**src/hdl/hdlcr_pkg.sv**
```systemverilog
// Package of constants and types for the remote unit responder.
package hdlcr_pkg;

  // ---------------------------------------------------------------
  // Timing
  // ---------------------------------------------------------------
  localparam int CLK_PERIOD_PS     = 40000;
  localparam int RESP_MIN_PS       = 4000000;
  localparam int RESP_MAX_PS       = 512000000;
  localparam int TICK_PS           = 4125000;
  localparam int TICK_PERIOD_NS_X  = 4125;
  // A least time rounds up, a longest time rounds down.
  localparam int RESP_MIN_CYC      = (RESP_MIN_PS + CLK_PERIOD_PS - 1) / CLK_PERIOD_PS;
  localparam int RESP_MAX_CYC      = RESP_MAX_PS / CLK_PERIOD_PS;
  // The tick is 4.125 us; rate kept as a fraction of 1000 cycles to avoid drift.
  localparam int TICK_NUM          = 1000;
  localparam int TICK_DEN          = TICK_PERIOD_NS_X * 1000 / (CLK_PERIOD_PS / 1000) / 1000;

  // ---------------------------------------------------------------
  // Frame format
  // ---------------------------------------------------------------
  localparam logic [2:0]  RB_NODE      = 3'h3;
  localparam logic [2:0]  RB_UNIT      = 3'h5;
  localparam logic [2:0]  RB_ZERO      = 3'h0;
  localparam logic [15:0] FCS_PRESET   = 16'hFFFF;
  localparam logic [15:0] FCS_GOOD     = 16'hF0B8;
  localparam logic [15:0] FCS_POLY_REV = 16'h8408;
  localparam logic [7:0]  MIN_BYTES    = 8'h04;
  localparam int          NUM_UNITS    = 4;
  localparam int          NUM_IDS      = 4;

  // ---------------------------------------------------------------
  // Error status bits
  // ---------------------------------------------------------------
  localparam int ERR_SUM   = 0;
  localparam int ERR_FID   = 1;
  localparam int ERR_CNT   = 2;
  localparam int ERR_RB    = 3;
  localparam int ERR_LONG  = 4;
  localparam int ERR_ZRB   = 5;
  localparam int ERR_OVR   = 6;
  localparam int ERR_FCS   = 7;
  localparam int ERR_SHORT = 8;

  typedef enum logic [1:0] {HDLCR_SINGLE, HDLCR_MULTI, HDLCR_PROBE} hdlcr_mode_t;
  typedef enum {ST_INIT, ST_IDLE, ST_RECV, ST_CHECK, ST_WAIT, ST_RESP, ST_RECOVER} hdlcr_state_t;

endpackage : hdlcr_pkg

```
**src/hdl/hdlcr_fcs.sv**
```systemverilog
// Frame check sequence accumulator, one byte per update.
`timescale 1ns/1ps
module hdlcr_fcs (
  input  wire logic        ref_clk,  // System clock.
  input  wire logic        sys_rst,  // Asynchronous reset.
  input  wire logic        clear,    // Preset at frame start.
  input  wire logic        upd,      // Fold in one byte.
  input  wire logic [7:0]  din,      // Byte, least bit first.
  output logic      [15:0] crc       // Running residue.
);

  logic [15:0] crc_r;
  logic [15:0] crc_nxt;

  function automatic logic [15:0] hdlcr_step(input logic [15:0] c, input logic [7:0] d);
    logic [15:0] t;
    t = c;
    for (int i = 0; i < 8; i++) begin
      if (t[0] ^ d[i]) begin
        t = (t >> 1) ^ hdlcr_pkg::FCS_POLY_REV;
      end else begin
        t = t >> 1;
      end
    end
    return t;
  endfunction : hdlcr_step

  always_comb begin
    crc_nxt = crc_r;
    if (clear) begin
      crc_nxt = hdlcr_pkg::FCS_PRESET;
    end else if (upd) begin
      crc_nxt = hdlcr_step(crc_r, din);
    end
  end

  always_ff @(posedge ref_clk or posedge sys_rst) begin
    if (sys_rst) begin
      crc_r <= hdlcr_pkg::FCS_PRESET;
    end else begin
      crc_r <= crc_nxt;
    end
  end

  assign crc = crc_r;

endmodule : hdlcr_fcs

```
**src/hdl/hdlcr_responder.sv**
```systemverilog
// Remote unit responder: frame screening, response timing, experiment time, records.
`timescale 1ns/1ps
module hdlcr_responder (
  input  wire logic        ref_clk,        // 25 MHz system clock.
  input  wire logic        sys_rst,        // Asynchronous reset, active high.
  input  wire logic [1:0]  mode,           // Operating mode.
  input  wire logic [31:0] unit_addr,      // Four unit addresses, unit 0 low.
  input  wire logic [3:0]  unit_en,        // Units enabled on this interface.
  input  wire logic [31:0] frame_ids,      // Four defined frame IDs, shared by all units.
  input  wire logic [31:0] frame_lens,     // Expected byte count per frame ID.
  input  wire logic [7:0]  max_bytes,      // Long frame limit.
  input  wire logic [15:0] resp_delay,     // Extra response delay in cycles.
  input  wire logic [7:0]  recover_cyc,    // Recovery period in cycles.
  input  wire logic        init_done,      // Local initialisation finished.
  input  wire logic        proc_sync_run,  // Processor sync line, high is RUN.
  input  wire logic        rx_start,       // Opening of a frame.
  input  wire logic        rx_valid,       // Received byte strobe.
  input  wire logic [7:0]  rx_data,        // Received byte.
  input  wire logic        rx_end,         // Closing flag seen.
  input  wire logic [2:0]  rx_resid,       // Residual bits at close.
  input  wire logic        rx_overrun,     // Receive buffer overwritten.
  input  wire logic        rx_abort,       // Abort seen on line.
  input  wire logic        rx_idle,        // Idle seen on line.
  output logic             unit_sync_run,  // Own sync line, high is RUN.
  output logic             rx_ready,       // Ready to accept a frame.
  output logic             resp_start,     // Start the response frame.
  output logic [1:0]       resp_unit,      // Unit that answers.
  output logic [1:0]       resp_sel,       // Frame ID slot that picks the answer.
  output logic             rec_valid,      // Frame record strobe.
  output logic [7:0]       rec_count,      // Bytes without flags and check.
  output logic [23:0]      rec_time,       // Receive time stamp.
  output logic [7:0]       rec_addr,       // Address field.
  output logic [7:0]       rec_fid,        // Frame ID field.
  output logic [15:0]      rec_seq,        // Sequential frame count field.
  output logic [15:0]      rec_err,        // Error status.
  output logic [23:0]      exp_time        // Experiment tick count.
);

  localparam int RESP_MIN = hdlcr_pkg::RESP_MIN_CYC;
  localparam int RESP_MAX = hdlcr_pkg::RESP_MAX_CYC;

  // -----------------------------------------------------------------
  // Experiment time
  // -----------------------------------------------------------------
  logic        sync_d_r,  sync_d_nxt;
  logic        run_r,     run_nxt;
  logic [9:0]  frac_r,    frac_nxt;
  logic [23:0] time_r,    time_nxt;
  logic        usync_r,   usync_nxt;

  // Ticks are counted as 8 per 825 cycles, 1000 ticks per 103125 cycles, so 4.125 us
  // becomes 103.125 cycles; the fraction accumulator keeps the long-run rate exact.
  localparam logic [9:0] FRAC_STEP = 10'd8;
  localparam logic [9:0] FRAC_WRAP = 10'd825;

  always_comb begin
    sync_d_nxt = proc_sync_run;
    run_nxt    = run_r;
    frac_nxt   = frac_r;
    time_nxt   = time_r;
    usync_nxt  = init_done;
    if (proc_sync_run && !sync_d_r) begin
      run_nxt  = 1'b1;
      frac_nxt = '0;
      time_nxt = '0;
    end else if (!proc_sync_run) begin
      run_nxt  = 1'b0;
    end else if (run_r) begin
      if (frac_r + FRAC_STEP >= FRAC_WRAP) begin
        frac_nxt = 10'(frac_r + FRAC_STEP - FRAC_WRAP);
        time_nxt = 24'(time_r + 24'd1);
      end else begin
        frac_nxt = 10'(frac_r + FRAC_STEP);
      end
    end
  end

  always_ff @(posedge ref_clk or posedge sys_rst) begin
    if (sys_rst) begin
      sync_d_r <= 1'b0;
      run_r    <= 1'b0;
      frac_r   <= '0;
      time_r   <= '0;
      usync_r  <= 1'b0;
    end else begin
      sync_d_r <= sync_d_nxt;
      run_r    <= run_nxt;
      frac_r   <= frac_nxt;
      time_r   <= time_nxt;
      usync_r  <= usync_nxt;
    end
  end

  // -----------------------------------------------------------------
  // Frame reception
  // -----------------------------------------------------------------
  hdlcr_pkg::hdlcr_state_t st_r, st_nxt;
  logic [7:0]  cnt_r,   cnt_nxt;
  logic [7:0]  sum_r,   sum_nxt;
  logic [7:0]  addr_r,  addr_nxt;
  logic [7:0]  fid_r,   fid_nxt;
  logic [15:0] seq_r,   seq_nxt;
  logic [7:0]  last1_r, last1_nxt;
  logic [7:0]  last2_r, last2_nxt;
  logic [15:0] err_r,   err_nxt;
  logic [2:0]  resid_r, resid_nxt;
  logic        ovr_r,   ovr_nxt;
  logic [23:0] stamp_r, stamp_nxt;
  logic [15:0] wait_r,  wait_nxt;
  logic [1:0]  unit_r,  unit_nxt;
  logic [1:0]  sel_r,   sel_nxt;
  logic        go_r,    go_nxt;
  logic        recv_r,  recv_nxt;
  logic [15:0] crc;
  logic        fcs_clr;
  logic        fcs_upd;

  hdlcr_fcs hdlcr_fcs_inst (
    .ref_clk (ref_clk),
    .sys_rst (sys_rst),
    .clear   (fcs_clr),
    .upd     (fcs_upd),
    .din     (rx_data),
    .crc     (crc)
  );

  function automatic logic [7:0] hdlcr_byte(input logic [31:0] v, input int i);
    return v[i*8 +: 8];
  endfunction : hdlcr_byte

  // Address match and frame ID lookup, combinational on the held fields.
  logic       hit;
  logic [1:0] hit_unit;
  logic       fid_ok;
  logic [1:0] fid_slot;
  logic       is_probe;

  always_comb begin
    hit      = 1'b0;
    hit_unit = '0;
    fid_ok   = 1'b0;
    fid_slot = '0;
    is_probe = (mode == 2'(hdlcr_pkg::HDLCR_PROBE));
    for (int u = hdlcr_pkg::NUM_UNITS - 1; u >= 0; u--) begin
      if (unit_en[u] && (u == 0 || mode == 2'(hdlcr_pkg::HDLCR_MULTI)) && hdlcr_byte(unit_addr, u) == addr_r) begin
        hit      = 1'b1;
        hit_unit = 2'(u);
      end
    end
    for (int f = hdlcr_pkg::NUM_IDS - 1; f >= 0; f--) begin
      if (hdlcr_byte(frame_ids, f) == fid_r) begin
        fid_ok   = 1'b1;
        fid_slot = 2'(f);
      end
    end
  end

  // abort and idle are not inputs to any decision
  logic unused_line;
  assign unused_line = rx_abort | rx_idle;

  always_comb begin
    st_nxt    = st_r;
    cnt_nxt   = cnt_r;
    sum_nxt   = sum_r;
    addr_nxt  = addr_r;
    fid_nxt   = fid_r;
    seq_nxt   = seq_r;
    last1_nxt = last1_r;
    last2_nxt = last2_r;
    err_nxt   = err_r;
    resid_nxt = resid_r;
    ovr_nxt   = ovr_r;
    stamp_nxt = stamp_r;
    wait_nxt  = wait_r;
    unit_nxt  = unit_r;
    sel_nxt   = sel_r;
    go_nxt    = 1'b0;
    recv_nxt  = 1'b0;
    fcs_clr   = 1'b0;
    fcs_upd   = 1'b0;
    case (st_r)
      hdlcr_pkg::ST_INIT: begin
        if (init_done) begin
          st_nxt = hdlcr_pkg::ST_IDLE;
        end
      end
      hdlcr_pkg::ST_IDLE: begin
        if (rx_start) begin
          st_nxt    = hdlcr_pkg::ST_RECV;
          cnt_nxt   = '0;
          sum_nxt   = '0;
          ovr_nxt   = 1'b0;
          seq_nxt   = '0;
          stamp_nxt = time_r;
          fcs_clr   = 1'b1;
        end
      end
      hdlcr_pkg::ST_RECV: begin
        if (rx_valid) begin
          fcs_upd   = 1'b1;
          last2_nxt = last1_r;
          last1_nxt = rx_data;
          if (cnt_r != 8'hFF) begin
            cnt_nxt = 8'(cnt_r + 8'd1);
          end
          if (cnt_r == 8'd0) begin
            addr_nxt = rx_data;
          end
          if (cnt_r == 8'd1) begin
            fid_nxt = rx_data;
          end
          if (cnt_r == 8'd2) begin
            seq_nxt[15:8] = rx_data;
          end
          if (cnt_r == 8'd3) begin
            seq_nxt[7:0] = rx_data;
          end
          // The sum runs two bytes behind, so the check bytes stay out of it.
          if (cnt_r >= 8'd2) begin
            sum_nxt = 8'(sum_r + last2_r);
          end
        end
        if (rx_overrun) begin
          ovr_nxt = 1'b1;
        end
        if (rx_end) begin
          resid_nxt = rx_resid;
          st_nxt    = hdlcr_pkg::ST_CHECK;
        end
      end
      hdlcr_pkg::ST_CHECK: begin
        err_nxt = '0;
        if (cnt_r < hdlcr_pkg::MIN_BYTES) begin
          err_nxt[hdlcr_pkg::ERR_SHORT] = 1'b1;
        end
        if (crc != hdlcr_pkg::FCS_GOOD) begin
          err_nxt[hdlcr_pkg::ERR_FCS] = 1'b1;
        end
        if (ovr_r) begin
          err_nxt[hdlcr_pkg::ERR_OVR] = 1'b1;
        end
        if (resid_r == hdlcr_pkg::RB_ZERO) begin
          err_nxt[hdlcr_pkg::ERR_ZRB] = 1'b1;
        end else if (resid_r != hdlcr_pkg::RB_UNIT && !(is_probe && resid_r == hdlcr_pkg::RB_NODE)) begin
          // residual count
          // Commands to a remote unit carry five bits; node frames pass only while probing.
          err_nxt[hdlcr_pkg::ERR_RB] = 1'b1;
        end
        if (!is_probe) begin
          if (cnt_r >= 8'd3 && sum_r != 8'd0) begin
            err_nxt[hdlcr_pkg::ERR_SUM] = 1'b1;
          end
          if (!fid_ok) begin
            err_nxt[hdlcr_pkg::ERR_FID] = 1'b1;
          end
          else if (8'(cnt_r - 8'd2) != hdlcr_byte(frame_lens, int'(fid_slot))) begin
            err_nxt[hdlcr_pkg::ERR_CNT] = 1'b1;
          end
          if (8'(cnt_r - 8'd2) > max_bytes) begin
            err_nxt[hdlcr_pkg::ERR_LONG] = 1'b1;
          end
        end
        recv_nxt = is_probe || hit;
        unit_nxt = hit_unit;
        sel_nxt  = fid_slot;
        // clip to window end
        // Clipping here keeps a huge delay from wrapping round or firing early.
        if ({1'b0, resp_delay} > 17'(RESP_MAX - RESP_MIN)) begin
          wait_nxt = 16'(RESP_MAX - 2);
        end else begin
          wait_nxt = 16'(RESP_MIN - 2) + resp_delay;
        end
        if (!is_probe && hit && err_nxt == '0) begin
          st_nxt = hdlcr_pkg::ST_WAIT;
        end else begin
          st_nxt = hdlcr_pkg::ST_RECOVER;
          wait_nxt = 16'(recover_cyc);
        end
      end
      hdlcr_pkg::ST_WAIT: begin
        if (wait_r == '0) begin
          go_nxt   = 1'b1;
          st_nxt   = hdlcr_pkg::ST_RECOVER;
          wait_nxt = 16'(recover_cyc);
        end else begin
          wait_nxt = 16'(wait_r - 16'd1);
        end
      end
      hdlcr_pkg::ST_RECOVER: begin
        if (wait_r == '0) begin
          st_nxt = hdlcr_pkg::ST_IDLE;
        end else begin
          wait_nxt = 16'(wait_r - 16'd1);
        end
      end
      default: begin
        st_nxt = hdlcr_pkg::ST_INIT;
      end
    endcase
  end

  always_ff @(posedge ref_clk or posedge sys_rst) begin
    if (sys_rst) begin
      st_r    <= hdlcr_pkg::ST_INIT;
      cnt_r   <= '0;
      sum_r   <= '0;
      addr_r  <= '0;
      fid_r   <= '0;
      seq_r   <= '0;
      last1_r <= '0;
      last2_r <= '0;
      err_r   <= '0;
      resid_r <= '0;
      ovr_r   <= 1'b0;
      stamp_r <= '0;
      wait_r  <= '0;
      unit_r  <= '0;
      sel_r   <= '0;
      go_r    <= 1'b0;
      recv_r  <= 1'b0;
    end else begin
      st_r    <= st_nxt;
      cnt_r   <= cnt_nxt;
      sum_r   <= sum_nxt;
      addr_r  <= addr_nxt;
      fid_r   <= fid_nxt;
      seq_r   <= seq_nxt;
      last1_r <= last1_nxt;
      last2_r <= last2_nxt;
      err_r   <= err_nxt;
      resid_r <= resid_nxt;
      ovr_r   <= ovr_nxt;
      stamp_r <= stamp_nxt;
      wait_r  <= wait_nxt;
      unit_r  <= unit_nxt;
      sel_r   <= sel_nxt;
      go_r    <= go_nxt;
      recv_r  <= recv_nxt;
    end
  end

  logic rdy_r;
  always_ff @(posedge ref_clk or posedge sys_rst) begin
    if (sys_rst) begin
      rdy_r <= 1'b0;
    end else begin
      rdy_r <= (st_nxt == hdlcr_pkg::ST_IDLE);
    end
  end

  // -----------------------------------------------------------------
  // Outputs
  // -----------------------------------------------------------------
  assign unit_sync_run = usync_r;
  assign rx_ready      = rdy_r;
  assign resp_start    = go_r;
  assign resp_unit     = unit_r;
  assign resp_sel      = sel_r;
  assign rec_valid     = recv_r;
  assign rec_count     = 8'(cnt_r - ((cnt_r >= 8'd2) ? 8'd2 : cnt_r));
  assign rec_time      = stamp_r;
  assign rec_addr      = addr_r;
  assign rec_fid       = fid_r;
  assign rec_seq       = seq_r;
  assign rec_err       = err_r;
  assign exp_time      = time_r;

  // -----------------------------------------------------------------
  // Assertions
  // -----------------------------------------------------------------
  int gap_r;
  always_ff @(posedge ref_clk or posedge sys_rst) begin
    if (sys_rst) begin
      gap_r <= 0;
    end else if (st_r == hdlcr_pkg::ST_CHECK) begin
      gap_r <= 0;
    end else if (gap_r < RESP_MAX + 8) begin
      gap_r <= gap_r + 1;
    end
  end

  a_resp_window: assert property (@(posedge ref_clk) disable iff (sys_rst)
    resp_start |-> (gap_r >= RESP_MIN - 1 && gap_r <= RESP_MAX))
    else $error("response outside window");
  a_probe_silent: assert property (@(posedge ref_clk) disable iff (sys_rst)
    mode == 2'(hdlcr_pkg::HDLCR_PROBE) |-> !resp_start)
    else $error("probe mode responded");
  a_err_no_resp: assert property (@(posedge ref_clk) disable iff (sys_rst)
    (st_r == hdlcr_pkg::ST_CHECK && err_nxt != '0) |=> st_r == hdlcr_pkg::ST_RECOVER)
    else $error("errored frame went to response");
  a_addr_screen: assert property (@(posedge ref_clk) disable iff (sys_rst)
    (st_r == hdlcr_pkg::ST_CHECK && !hit) |=> st_r != hdlcr_pkg::ST_WAIT)
    else $error("unaddressed frame answered");
  a_sync_init: assert property (@(posedge ref_clk) disable iff (sys_rst)
    !init_done |=> !unit_sync_run)
    else $error("sync RUN before init");
  a_time_start: assert property (@(posedge ref_clk) disable iff (sys_rst)
    $rose(proc_sync_run) ##1 1 |=> exp_time == 24'd0)
    else $error("time not restarted");
  a_recover_busy: assert property (@(posedge ref_clk) disable iff (sys_rst)
    resp_start |-> !rx_ready)
    else $error("ready during recovery");
  a_zero_resid: assert property (@(posedge ref_clk) disable iff (sys_rst)
    (st_r == hdlcr_pkg::ST_CHECK && resid_r == hdlcr_pkg::RB_ZERO) |=> rec_err[hdlcr_pkg::ERR_ZRB])
    else $error("zero residual not logged");

  c_resp: cover property (@(posedge ref_clk) resp_start);
  c_probe_rec: cover property (@(posedge ref_clk) rec_valid && mode == 2'(hdlcr_pkg::HDLCR_PROBE));
  c_err_rec: cover property (@(posedge ref_clk) rec_valid && rec_err != '0);

endmodule : hdlcr_responder

```
**config.mk**
```make
export PLATFORM = sky130hd
export DESIGN_NAME = hdlcr_responder
export DESIGN_NICKNAME = d
export VERILOG_FILES = /design/src/hdl/hdlcr_pkg.sv /design/src/hdl/hdlcr_fcs.sv /design/src/hdl/hdlcr_responder.sv
export SDC_FILE = /design/constraint.sdc
export NUM_CORES = 1
export LEC_CHECK = 0
export ABC_AREA = 1
export BUFFER_PORTS_ARGS = -buffer_cell sky130_fd_sc_hd__buf_4
export CAP_MARGIN = 20
export CORE_AREA = 2 2 159 161
export CTS_CLUSTER_DIAMETER = 50
export DETAILED_ROUTE_END_ITERATION = 10
export DIE_AREA = 0 0 161 163
export PLACE_DENSITY = 0.74
export SYNTH_ARGS = -nofsm -noshare
export SYNTH_HDL_FRONTEND = slang
export SYNTH_SLANG_ARGS = --single-unit
```
**constraint.sdc**
```tcl
create_clock -name ref_clk -period 6.5 [get_ports ref_clk]
set_input_delay 1.3 -clock ref_clk [delete_from_list [all_inputs] [get_ports ref_clk]]
set_output_delay 1.3 -clock ref_clk [all_outputs]
set_load 0.02 [all_outputs]
```
==> impl_summary.txt, run 1 <==
----------------------------------------------------
[GRT]
  GRT overflow ... 0
  Global routing usage summed across all routing layers ... 24.9%
  Global-route wire length before repair ... between 50 and 60 mm
  Via count of the first global-routing pass ... 10878
  Largest net degree at the start of global routing ... 183
  Initial antenna violation count ... 1

[Timing]
  Max-Slew Margin vs Limit ... a little under two fifths
  Final total negative setup slack ... 0 ns
  Least setup slack across all paths after layout ... 2.33 ns
  Unrepaired setup endpoints after global routing ... false
  Post-Route Skew ... between 0.01 and 0.015 ns
  Achievable clock frequency ... about 240 MHz
  Final critical-path required period ... about 4.2 ns
  Slew Viols, Final ... 0
  Final Hold Vio Count ... 0
  Total of endpoints with negative setup slack in the final report ... 0
  Share of the cycle needed by the critical path after routing ... 64.1%
  Slew at the pin with the worst max-slew slack ... ~0.95 ns

[Route]
  Vias after detailed routing ... about 11000
  Number of iterations in the first detailed-routing pass ... 5
  Final WL ... between 30 and 40 mm
  Routed WL per cell ... 14.9 um
  Vias per Instance ... 5.13
  Number of remaining DRC errors ... 0
  Post-route antenna net violation count ... 0
  First DRT Iteration DRCs ... 774

[Logic synthesis]
  Count leader, synth ... nand2_1
  Main synth FF type ... dfrtp_1
  Warnings, synthesis ... 0
  Library cells used by synthesis ... between 50 and 60
  Avg Cell Area, Syn ... 7.69 um^2
  Library cell with the largest summed area after synthesis ... dfrtp_1
  Most area-consuming cells after synthesis ... dfrtp_1, nand2_1, inv_1
  Ys async rst share ... 100%
  Commonest cells in the netlist ... nand2_1, inv_1, dfrtp_1, o21ai_0, nor2_1
  Area share of the largest cell type after synthesis ... 39.8%
  Post-synth EDFFs ... 0
  Area of the mapped netlist ... between 10000 and 15000 um^2
  Synth Register Bits ... 209
  Sequential element share of the synthesized area ... 43.2%
  Cell count after synthesis ... ~1600

[Clock network]
  Sinks on the clock net ... 209
  Hold-fix buffers, CTS ... 0
  Clock Pin Slew Worst Setup and Hold Paths ... 0.06 ns
  CTS Buf Count ... 26
  Insertion delay of the later-clocked pin in the worst-skew pair ... 0.52 ns
  Resized Gates After CTS ... 0
  Setup Buffers After CTS ... 0
  Total number of H-tree levels ... 1
  Clk buf depth ... 3
  TritonCTS clock tree ... built
  Clock tree root buffer cell ... clkbuf_16

[Final layout]
  Layout cells sized above 1 ... between 20% and 30%
  Fillers ... roughly 2200
  Post-synthesis to final-layout area growth ... 26.4%
  Combined area of the multi-input logic cells ... 5980 um^2
  Reg area ... 5250 um^2
  NumNets Final ... 2042

[Floorplanning]
  CORE AREA ... 24700 um^2
  Die boundary width ... 161 um
  Initial Utilization ... 49.2%
  Vert. Die Dim ... roughly 160 um
  Total die area ... 26200 um^2
  Floorplan row count ... 58
  I/O Pins ... 267

[Power and ir drop]
  Total power per unit cell area ... ~200 nW/um^2
  Total leakage power ... 7.71 nW
  Peak supply drop ... 0.168 mV

[Placed design]
  Weighted congestion reported at the end of routability-driven placement ... 0.927
  Half-perimeter wire length after placement ... 25.0 mm
  Port Buffers ... 257
  Worst setup slack before clock tree synthesis ... 2.28 ns

[Min path]
  Worst hold-check path type ... register to register

[Worst setup path]
  Crit path DAT ... ~2.9 ns
  Crit Path Max Fanout ... 8
  CP Capture Type ... output port
  Setup crit start kind ... register
  Req. time, crit path ... between 5 and 6 ns
  Type of the worst setup path ... register to output port

[Flow run]
  # Max-Cap Violations ... 0

[Run status]
  Result of the run ... finished, final reports clean

----------------------------------------------------
## where the power goes
part	leakage (nW)	switching, mW	internal (mW)
clock network	0.447	0.575	0.940
registers	2.67	0.00565	1.31
logic	4.59	0.121	0.102
## kinds of logic (layout without fill, tap and decap cells)
family                   after synthesis  count (layout)  synth area share, %
multiplexers                           3               3                0.278
adder cells (fa/ha/maj)               30              30                 3.15
buffers and inverters                259             522                 8.58
AND/OR/NAND/NOR                      722             722                 26.1
XOR/XNOR                              96              96                 6.93
AO/OA/AOI/OAI                        258             258                 11.7
other                                  2              38               0.0619
flip-flops                           209             209                 43.2
## registers in the layout, indices dropped and copies added, names as in the netlist, 3 cells and up
register and flops:
rec_addr 8, cnt_r 8, last2_r 8, exp_time 24
resid_r 3, frac_r 10, sum_r 8, st_r 32
rec_seq 16, rec_time 24, last1_r 8, rec_fid 8
rec_err 9, hdlcr_fcs_inst.crc 16, wait_r 16
## critical path, cell delays in order (launching register included)
cell     delay, ns
dfrtp_1       0.48
nor2_1        0.22
nand4_1       0.23
nor3_1        0.56
inv_1         0.15
nand2_1       0.10
ha_1          0.21
nor2_1        0.07
xor2_1        0.15
buf_4         0.17
## layout make-up
type                            instances  share of cell area (%)
Multi-Input combinational cell       1146                    39.0
Clock inverter                         16                    1.42
Timing Repair Buffer                  261                    12.9
Inverter                              213                    5.24
Antenna cell                            1                  0.0163
Tap cell                              330                    2.69
Clock buffer                           32                    4.59
Sequential cell                       209                    34.2
## layer usage
layer	wire [um]	track usage [%]	up-vias	part of all wire, %
met5	0	0	-	0
met4	898	7.71	0	2.7
met3	1960	4.07	54	5.9
met2	16100	44.4	346	49
met1	14000	31.1	5306	42
li1	-	-	5622	-
## path summary, 6_finish.rpt
path                       startpoint           end  slack (ns)  depth (start not counted)
max reg2reg                  cnt_r[1]     wait_r[8]        2.90                         16
min                        last1_r[4]    last2_r[4]        0.46                          2
max in group asynchronous     sys_rst  exp_time[13]        4.33                          3
min in group asynchronous     sys_rst   rec_seq[11]        0.86                          2
max                          cnt_r[3]  rec_count[6]        2.33                          9
min reg2reg                last1_r[4]    last2_r[4]        0.46                          2
## cell usage in the layout, fill, tap and decap left out, types with 9 or more instances in the layout
cell,instances
o21ai_0,130
nand4_1,21
nor2_1,116
nand2_2,12
nor3_1,34
inv_2,9
xor2_1,49
ha_1,29
dfrtp_1,193
clkbuf_16,27
o211ai_1,13
nand3_1,90
o22ai_1,15
inv_1,201
nor4_1,22
xnor2_1,47
conb_1,37
a21oi_1,75
buf_4,260
nand2_1,389
dfstp_2,16
## stage by stage
stage / util, % / hold WS (ns) / cell area, um^2 / std cells / power, mW
after global routing: 62.2 / 0.490 / 15300 / 2208 / 3.17
after CTS: 62.2 / 0.464 / 15300 / 2207 / 3.09
after floorplan: - / 0.442 / 12300 / 1614 / 1.46
after detailed placement: 58.4 / 0.455 / 14400 / 2159 / 1.57
final: 62.2 / 0.465 / 15300 / 2208 / 3.06
after global placement: 58.4 / 0.451 / 14400 / 2159 / 1.56
Power figures use the tool's default switching activity.
==> run 2, diff against run 1 <==
Clock period 6.5 ns to 3.8 ns, I/O delays scaled along.
==> run 2 against run 1 <==
Global-route usage fell by 0.36 points. First-iteration DRC count fell by 12%. Clock power up 59%. Critical path depth is the same. Sequential share of layout area is 0.14 points lower. Worst hold slack got worse by 0.31 ns. Cell count grew 0.63%. Worst setup slack got worse by 1.9 ns.
==> impl_summary.txt, run 2 (same netlist as run 1, synthesis figures left out) <==
----------------------------------------------------
[Run status]
  Result of the run ... finished, final reports clean

[Route]
  Routed WL per cell ... 14.8 um (-1.2%)
  Number of remaining DRC errors ... 0 (unchanged)
  Vias after detailed routing ... 11398 (+0.62%)
  Number of iterations in the first detailed-routing pass ... 5 (unchanged)
  First DRT Iteration DRCs ... 684 (-12%)
  Post-route antenna net violation count ... 0 (unchanged)
  Final WL ... 32.8 mm (-0.62%)
  Vias per Instance ... 5.13 (about the same)

[Power and ir drop]
  Total leakage power ... 7.76 nW (+0.65%)
  Peak supply drop ... 0.348 mV (+110%)
  Total power per unit cell area ... 329 nW/um^2 (+65%)

[Worst setup path]
  Reg-to-reg critical path startpoint ... cnt_r[1]
  Cell type of the slowest stage on the worst timing path ... dfrtp_1
  Most prevalent standard cell on the critical path ... nor2_1
  Worst-path cell chain ... nor2_1, nand4_1, nor3_1, inv_1, nand2_1, ha_1, nor2_1, xor2_1, buf_4
  CP Capture Type ... output port
  Type of the worst setup path ... register to output port
  Worst Setup SP ... cnt_r[3]
  Req. time, crit path ... 3.04 ns (-2.16 ns)
  Setup crit start kind ... register
  Cell class contributing the biggest share of worst-path delay ... simple AND/OR/NAND/NOR gates
  Critical Path Stages ... 9 (unchanged)
  Reg2reg path depth ... 16 (unchanged)
  Crit path DAT ... 2.64 ns (-0.23 ns)
  Crit Path Max Fanout ... 8 (unchanged)
  Buffers plus inverters on the worst setup path ... 2 (unchanged)
  Delay of the slowest critical-path stage ... 0.48 ns (-0.08 ns)

[Final layout]
  Max reg flops ... 32 (unchanged)
  Post-route non-filler standard cell count ... 2222 (+0.63%)
  NumNets Final ... 2055 (+0.64%)
  Post-synthesis to final-layout area growth ... 26.9%
  Register containing the most flip-flops in the final layout ... st_r
  Combined area of the multi-input logic cells ... 5980 um^2 (unchanged)
  Most frequent cells in the layout ... nand2_1, buf_4, inv_1, dfrtp_1, o21ai_0
  Leading cell type in the layout, fill and taps excluded ... nand2_1
  Layout cells sized above 1 ... 20.5% (+0.40 points)
  Fillers ... 2190 (-0.046%)
  Reg area ... 5250 um^2 (unchanged)

[Clock network]
  Resized Gates After CTS ... 0 (unchanged)
  Total number of H-tree levels ... 1 (unchanged)
  Sinks on the clock net ... 209 (unchanged)
  Clock Pin Slew Worst Setup and Hold Paths ... 0.06 ns (about the same)
  Insertion delay of the later-clocked pin in the worst-skew pair ... 0.52 ns (about the same)
  TritonCTS clock tree ... built
  Setup Buffers After CTS ... 0 (unchanged)
  Clk buf depth ... 3 (unchanged)
  Clock tree root buffer cell ... clkbuf_16
  CTS Buf Count ... 25 (-3.8%)
  Hold-fix buffers, CTS ... 0 (unchanged)

[Floorplanning]
  CORE AREA ... 24700 um^2 (unchanged)
  Total die area ... 26200 um^2 (unchanged)
  Die boundary width ... 161 um (unchanged)
  Floorplan row count ... 58 (unchanged)
  Vert. Die Dim ... 163 um (unchanged)
  I/O Pins ... 267 (unchanged)
  Initial Utilization ... 49.2% (unchanged)

[Placed design]
  Half-perimeter wire length after placement ... 25.1 mm (+0.57%)
  Port Buffers ... 257 (unchanged)
  Weighted congestion reported at the end of routability-driven placement ... 0.908 (-2.1%)
  Placed cell count ... 2172 (+0.60%)

[GRT]
  Global routing usage summed across all routing layers ... 24.5% (-0.36 points)
  Largest net degree at the start of global routing ... 61 (-67%)
  Global-route wire length before repair ... 53.1 mm (-0.97%)
  Via count of the first global-routing pass ... 10804 (-0.68%)
  Initial antenna violation count ... 1 (unchanged)
  GRT overflow ... 0 (unchanged)

[Timing]
  Slew at the pin with the worst max-slew slack ... 0.851 ns (-0.0972 ns)
  Achievable clock frequency ... 294 MHz
  Final critical-path required period ... 3.40 ns
  Unrepaired setup endpoints after global routing ... false
  Final total negative setup slack ... 0 ns (unchanged)
  Max-Slew Margin vs Limit ... 43.0% (+6.3 points)
  Post-Route Skew ... 0.0168 ns (+0.00354 ns)
  Share of the cycle needed by the critical path after routing ... 89.5%
  Slew Viols, Final ... 0 (unchanged)
  Final Hold Vio Count ... 0 (unchanged)
  Total of endpoints with negative setup slack in the final report ... 0 (unchanged)

[Flow run]
  # Max-Cap Violations ... 0 (unchanged)

[Min path]
  Worst hold-check path type ... input pin to async pin

----------------------------------------------------
## run 2: cell count changes in the layout (fill, tap and decap cells not counted), sizes merged
cell,before,now
clkinvlp,3,1
inv,212,215
diode,1,3
clkinv,10,7
clkbuf,32,33
buf,261,275
bufinv,4,3
## run 2: worst reg2reg max path, cell delays in order, from the launching register on
cell	delay [ns]
dfrtp_1	0.51
inv_1	0.26
ha_1	0.31
nand3_1	0.10
xor2_1	0.26
inv_1	0.10
ha_1	0.30
nand2_1	0.08
nor2_1	0.14
nand4_1	0.09
nand3_1	0.12
inv_1	0.07
nor2_1	0.17
nand2_2	0.18
inv_2	0.14
nand3_1	0.09
a21oi_1	0.16
## run 2: path summary, 6_finish.rpt
check | end | slack, ns
min reg2reg | last2_r[4] | 0.47
min | rec_seq[15] | 0.15
max reg2reg | wait_r[8] | 0.66
min in group ref_clk | unit_sync_run | 0.38
max in group asynchronous | hdlcr_fcs_inst.crc[10] | 2.81
max | rec_count[6] | 0.40
## run 2: layer usage
| metal | vias to the layer above | share of wire [%] | global-route usage, % |
|---|---|---|---|
| met2 | 378 | 49 | 43.6 |
| met1 | 5307 | 41 | 30.0 |
| met3 | 64 | 6.8 | 4.58 |
| li1 | 5649 | - | - |
| met5 | - | 0 | 0 |
| met4 | 0 | 3.0 | 8.60 |
## run 2: stage by stage
stage	utilization (%)	power (mW)	cell area [um^2]	hold WS, ns	setup WS, ns
finish	62.4	5.07	15400	0.154	0.398
global route	62.4	5.25	15400	0.151	0.118
CTS	62.3	5.11	15400	0.365	0.428
detailed placement	58.9	2.69	14500	0.455	0.422
global placement	58.9	2.68	14500	0.454	0.497
floorplan	-	2.49	12300	0.442	0.339
## run 2: power breakdown
part | internal (mW) | leakage [nW] | switching, mW
combinational | 0.184 | 4.67 | 0.211
clock | 1.47 | 0.414 | 0.946
sequential | 2.25 | 2.67 | 0.00959
## run 2: cell type report
type	count	share of cell area (%)
Clock inverter	13	1.06
Timing Repair Buffer	275	13.7
Tap cell	330	2.68
Sequential cell	209	34.1
Antenna cell	3	0.0487
Inverter	213	5.21
Clock buffer	33	4.39
Multi-Input combinational cell	1146	38.8
==> run 3, diff against run 2 <==
Settings changed: REMOVE_ABC_BUFFERS set to 1.
==> run 3 against run 2 <==
Global-route usage is 0.27 points higher. Total power is 3.4% lower. Non-clock buffer count is 1 lower. Register-to-register slack worse by 0.09 ns. Critical path type unchanged. Largest power group is now registers. Highest routed layer unchanged.
==> impl_summary.txt, run 3 (same netlist as run 1, synthesis figures left out) <==
----------------------------------------------------
[Timing]
  Least setup slack across all paths after layout ... 0.323 ns (-0.0756 ns)
  Slew Viols, Final ... 0 (unchanged)
  Max-Slew Margin vs Limit ... 39.9% (-3.1 points)
  Post-Route Skew ... 0.0157 ns (-0.00109 ns)
  Fin Hold WS ... 0.366 ns (+0.211 ns)
  Unrepaired setup endpoints after global routing ... false
  Final critical-path required period ... 3.48 ns (+0.0756 ns)
  Final Hold Vio Count ... 0 (unchanged)
  Final total negative setup slack ... 0 ns (unchanged)
  Slew at the pin with the worst max-slew slack ... 0.898 ns (+0.0471 ns)
  Achievable clock frequency ... 288 MHz (-2.2%)
  Share of the cycle needed by the critical path after routing ... 91.5% (+2.0 points)
  Total of endpoints with negative setup slack in the final report ... 0 (unchanged)

[Route]
  First DRT Iteration DRCs ... 783 (+14%)
  Final WL ... 32.8 mm (about the same)
  Vias per Instance ... 5.15 (+0.49%)
  Number of remaining DRC errors ... 0 (unchanged)
  Vias after detailed routing ... 11413 (+0.13%)
  Number of iterations in the first detailed-routing pass ... 5 (unchanged)
  Post-route antenna net violation count ... 0 (unchanged)
  Routed WL per cell ... 14.8 um (+0.30%)

[Final layout]
  Leading cell type in the layout, fill and taps excluded ... nand2_1
  Post-synthesis to final-layout area growth ... 26.0%
  Layout cells sized above 1 ... 20.6% (+0.055 points)
  Max reg flops ... 32 (unchanged)
  NumNets Final ... 2053 (-0.097%)
  Most frequent cells in the layout ... nand2_1, buf_4, inv_1, dfrtp_1, o21ai_0
  Post-route non-filler standard cell count ... 2214 (-0.36%)
  Register containing the most flip-flops in the final layout ... st_r
  Number of diodes added for antenna fixing ... 0 (-3)
  Fillers ... 2243 (+2.4%)

[Power and ir drop]
  Total power per unit cell area ... 320 nW/um^2 (-2.7%)
  Total leakage power ... 7.71 nW (-0.59%)
  Peak supply drop ... 0.279 mV (-20%)

[GRT]
  Global-route wire length before repair ... 53.4 mm (+0.61%)
  Met2 Usage GRT ... 42.0% (-1.5 points)
  Met3 usage in global routing ... 4.84% (+0.25 points)
  Initial antenna violation count ... 0 (-1)
  Largest net degree at the start of global routing ... 127 (+110%)
  Global-route layer with the greatest usage ... met2
  Global Route met1 Usage ... 32.2% (+2.2 points)
  Via count of the first global-routing pass ... 10918 (+1.1%)
  Global routing usage summed across all routing layers ... 24.8% (+0.27 points)
  GRT overflow ... 0 (unchanged)

[Clock network]
  Total number of H-tree levels ... 1 (unchanged)
  Clk buf depth ... 3 (unchanged)
  Setup Buffers After CTS ... 0 (unchanged)
  Sinks on the clock net ... 209 (unchanged)
  Hold-fix buffers, CTS ... 0 (unchanged)
  Insertion delay of the later-clocked pin in the worst-skew pair ... 0.52 ns (about the same)
  CTS Buf Count ... 24 (-4.0%)
  Resized Gates After CTS ... 0 (unchanged)
  Clock tree root buffer cell ... clkbuf_16
  Clock Pin Slew Worst Setup and Hold Paths ... 0.06 ns (about the same)
  TritonCTS clock tree ... built

[Worst setup path]
  Cell type of the slowest stage on the worst timing path ... dfrtp_1
  Setup crit start kind ... register
  Delay of the slowest critical-path stage ... 0.45 ns (-0.03 ns)
  Worst-path cell chain ... inv_1, ha_1, inv_1, nor4_1, nor3_1, buf_4, inv_1, nand2_1, ha_1, nor2_1, xor2_1, buf_4
  Type of the worst setup path ... register to output port
  Crit path DAT ... 2.72 ns (+0.08 ns)
  Crit Path Max Fanout ... 6 (-2)
  Most prevalent standard cell on the critical path ... inv_1
  Req. time, crit path ... 3.04 ns (about the same)
  CP Capture Type ... output port
  Cell class contributing the biggest share of worst-path delay ... buffers and inverters
  Buffers plus inverters on the worst setup path ... 5 (+3)

[Placed design]
  Weighted congestion reported at the end of routability-driven placement ... 0.904 (-0.45%)
  Port Buffers ... 257 (unchanged)
  Placed cell count ... 2172 (unchanged)
  Worst setup slack before clock tree synthesis ... 0.445 ns (+0.0235 ns)
  Half-perimeter wire length after placement ... 25.2 mm (+0.42%)

[Flow run]
  # Max-Cap Violations ... 0 (unchanged)

[Floorplanning]
  CORE AREA ... 24700 um^2 (unchanged)
  I/O Pins ... 267 (unchanged)
  Die boundary width ... 161 um (unchanged)
  Initial Utilization ... 49.2% (unchanged)
  Vert. Die Dim ... 163 um (unchanged)
  Total die area ... 26200 um^2 (unchanged)
  Floorplan row count ... 58 (unchanged)

[Run status]
  Result of the run ... finished, final reports clean

[Min path]
  Worst hold-check path type ... input pin to register

----------------------------------------------------
-- run 3: where the power goes --
part	leakage (nW)	total, mW	internal, mW	switching (mW)
combinational	4.66	0.391	0.179	0.212
sequential	2.67	2.26	2.25	0.00943
clock	0.382	2.25	1.32	0.932
total	7.71	4.90	3.74	1.15
-- run 3: worst register-to-register path, cell delays in order, from the launching register on --
cell and delay [ns]:
dfrtp_1 0.40, inv_1 0.08, ha_1 0.18, nand2_1 0.09, nor3_1 0.29, nand2_1 0.16
inv_1 0.08, nand2_1 0.08, inv_1 0.08, nand2_1 0.07, nor4_1 0.54, nand2_1 0.12
inv_1 0.27, nor2_1 0.21, o211ai_1 0.36, inv_1 0.08
-- run 3: through the flow --
| stage | power, mW | cell area (um^2) | utilization, % |
|---|---|---|---|
| 2_1_floorplan | 2.48 | 12000 | - |
| 5_1_grt | 5.08 | 15300 | 62.0 |
| 6_report | 4.90 | 15300 | 62.0 |
| 3_3_place_gp | 2.68 | 14500 | 58.8 |
| 4_1_cts | 4.95 | 15300 | 62.0 |
| 3_5_place_dp | 2.69 | 14500 | 58.8 |
-- run 3: final timing paths --
kind | from | to | slack [ns] | cells after the start
worst max register to register | wait_r[0] | st_r[0] | 0.57 | 15
worst min register to register | last1_r[0] | last2_r[0] | 0.47 | 2
max in group asynchronous | sys_rst | hdlcr_fcs_inst.crc[4] | 2.51 | 3
min in group asynchronous | sys_rst | rec_time[16] | 0.38 | 2
worst min-delay path | proc_sync_run | sync_d_r | 0.37 | 1
worst max-delay path | cnt_r[2] | rec_count[4] | 0.32 | 12
-- run 3: routing by layer --
| layer | wire length (um) | up-vias | part of all wire (%) |
|---|---|---|---|
| met1 | 14000 | 5311 | 43 |
| met2 | 15300 | 400 | 47 |
| met4 | 1050 | 0 | 3.2 |
| li1 | - | 5640 | - |
| met5 | 0 | - | 0 |
| met3 | 2380 | 62 | 7.3 |
-- run 3: layout make-up --
| cell class | instances | area [um^2] | share of cell area (%) |
|---|---|---|---|
| Inverter | 213 | 807 | 5.27 |
| Sequential cell | 209 | 5250 | 34.3 |
| Clock buffer | 29 | 659 | 4.31 |
| Tap cell | 330 | 413 | 2.70 |
| Clock inverter | 13 | 123 | 0.801 |
| Timing Repair Buffer | 274 | 2070 | 13.5 |
| Multi-Input combinational cell | 1146 | 5980 | 39.1 |
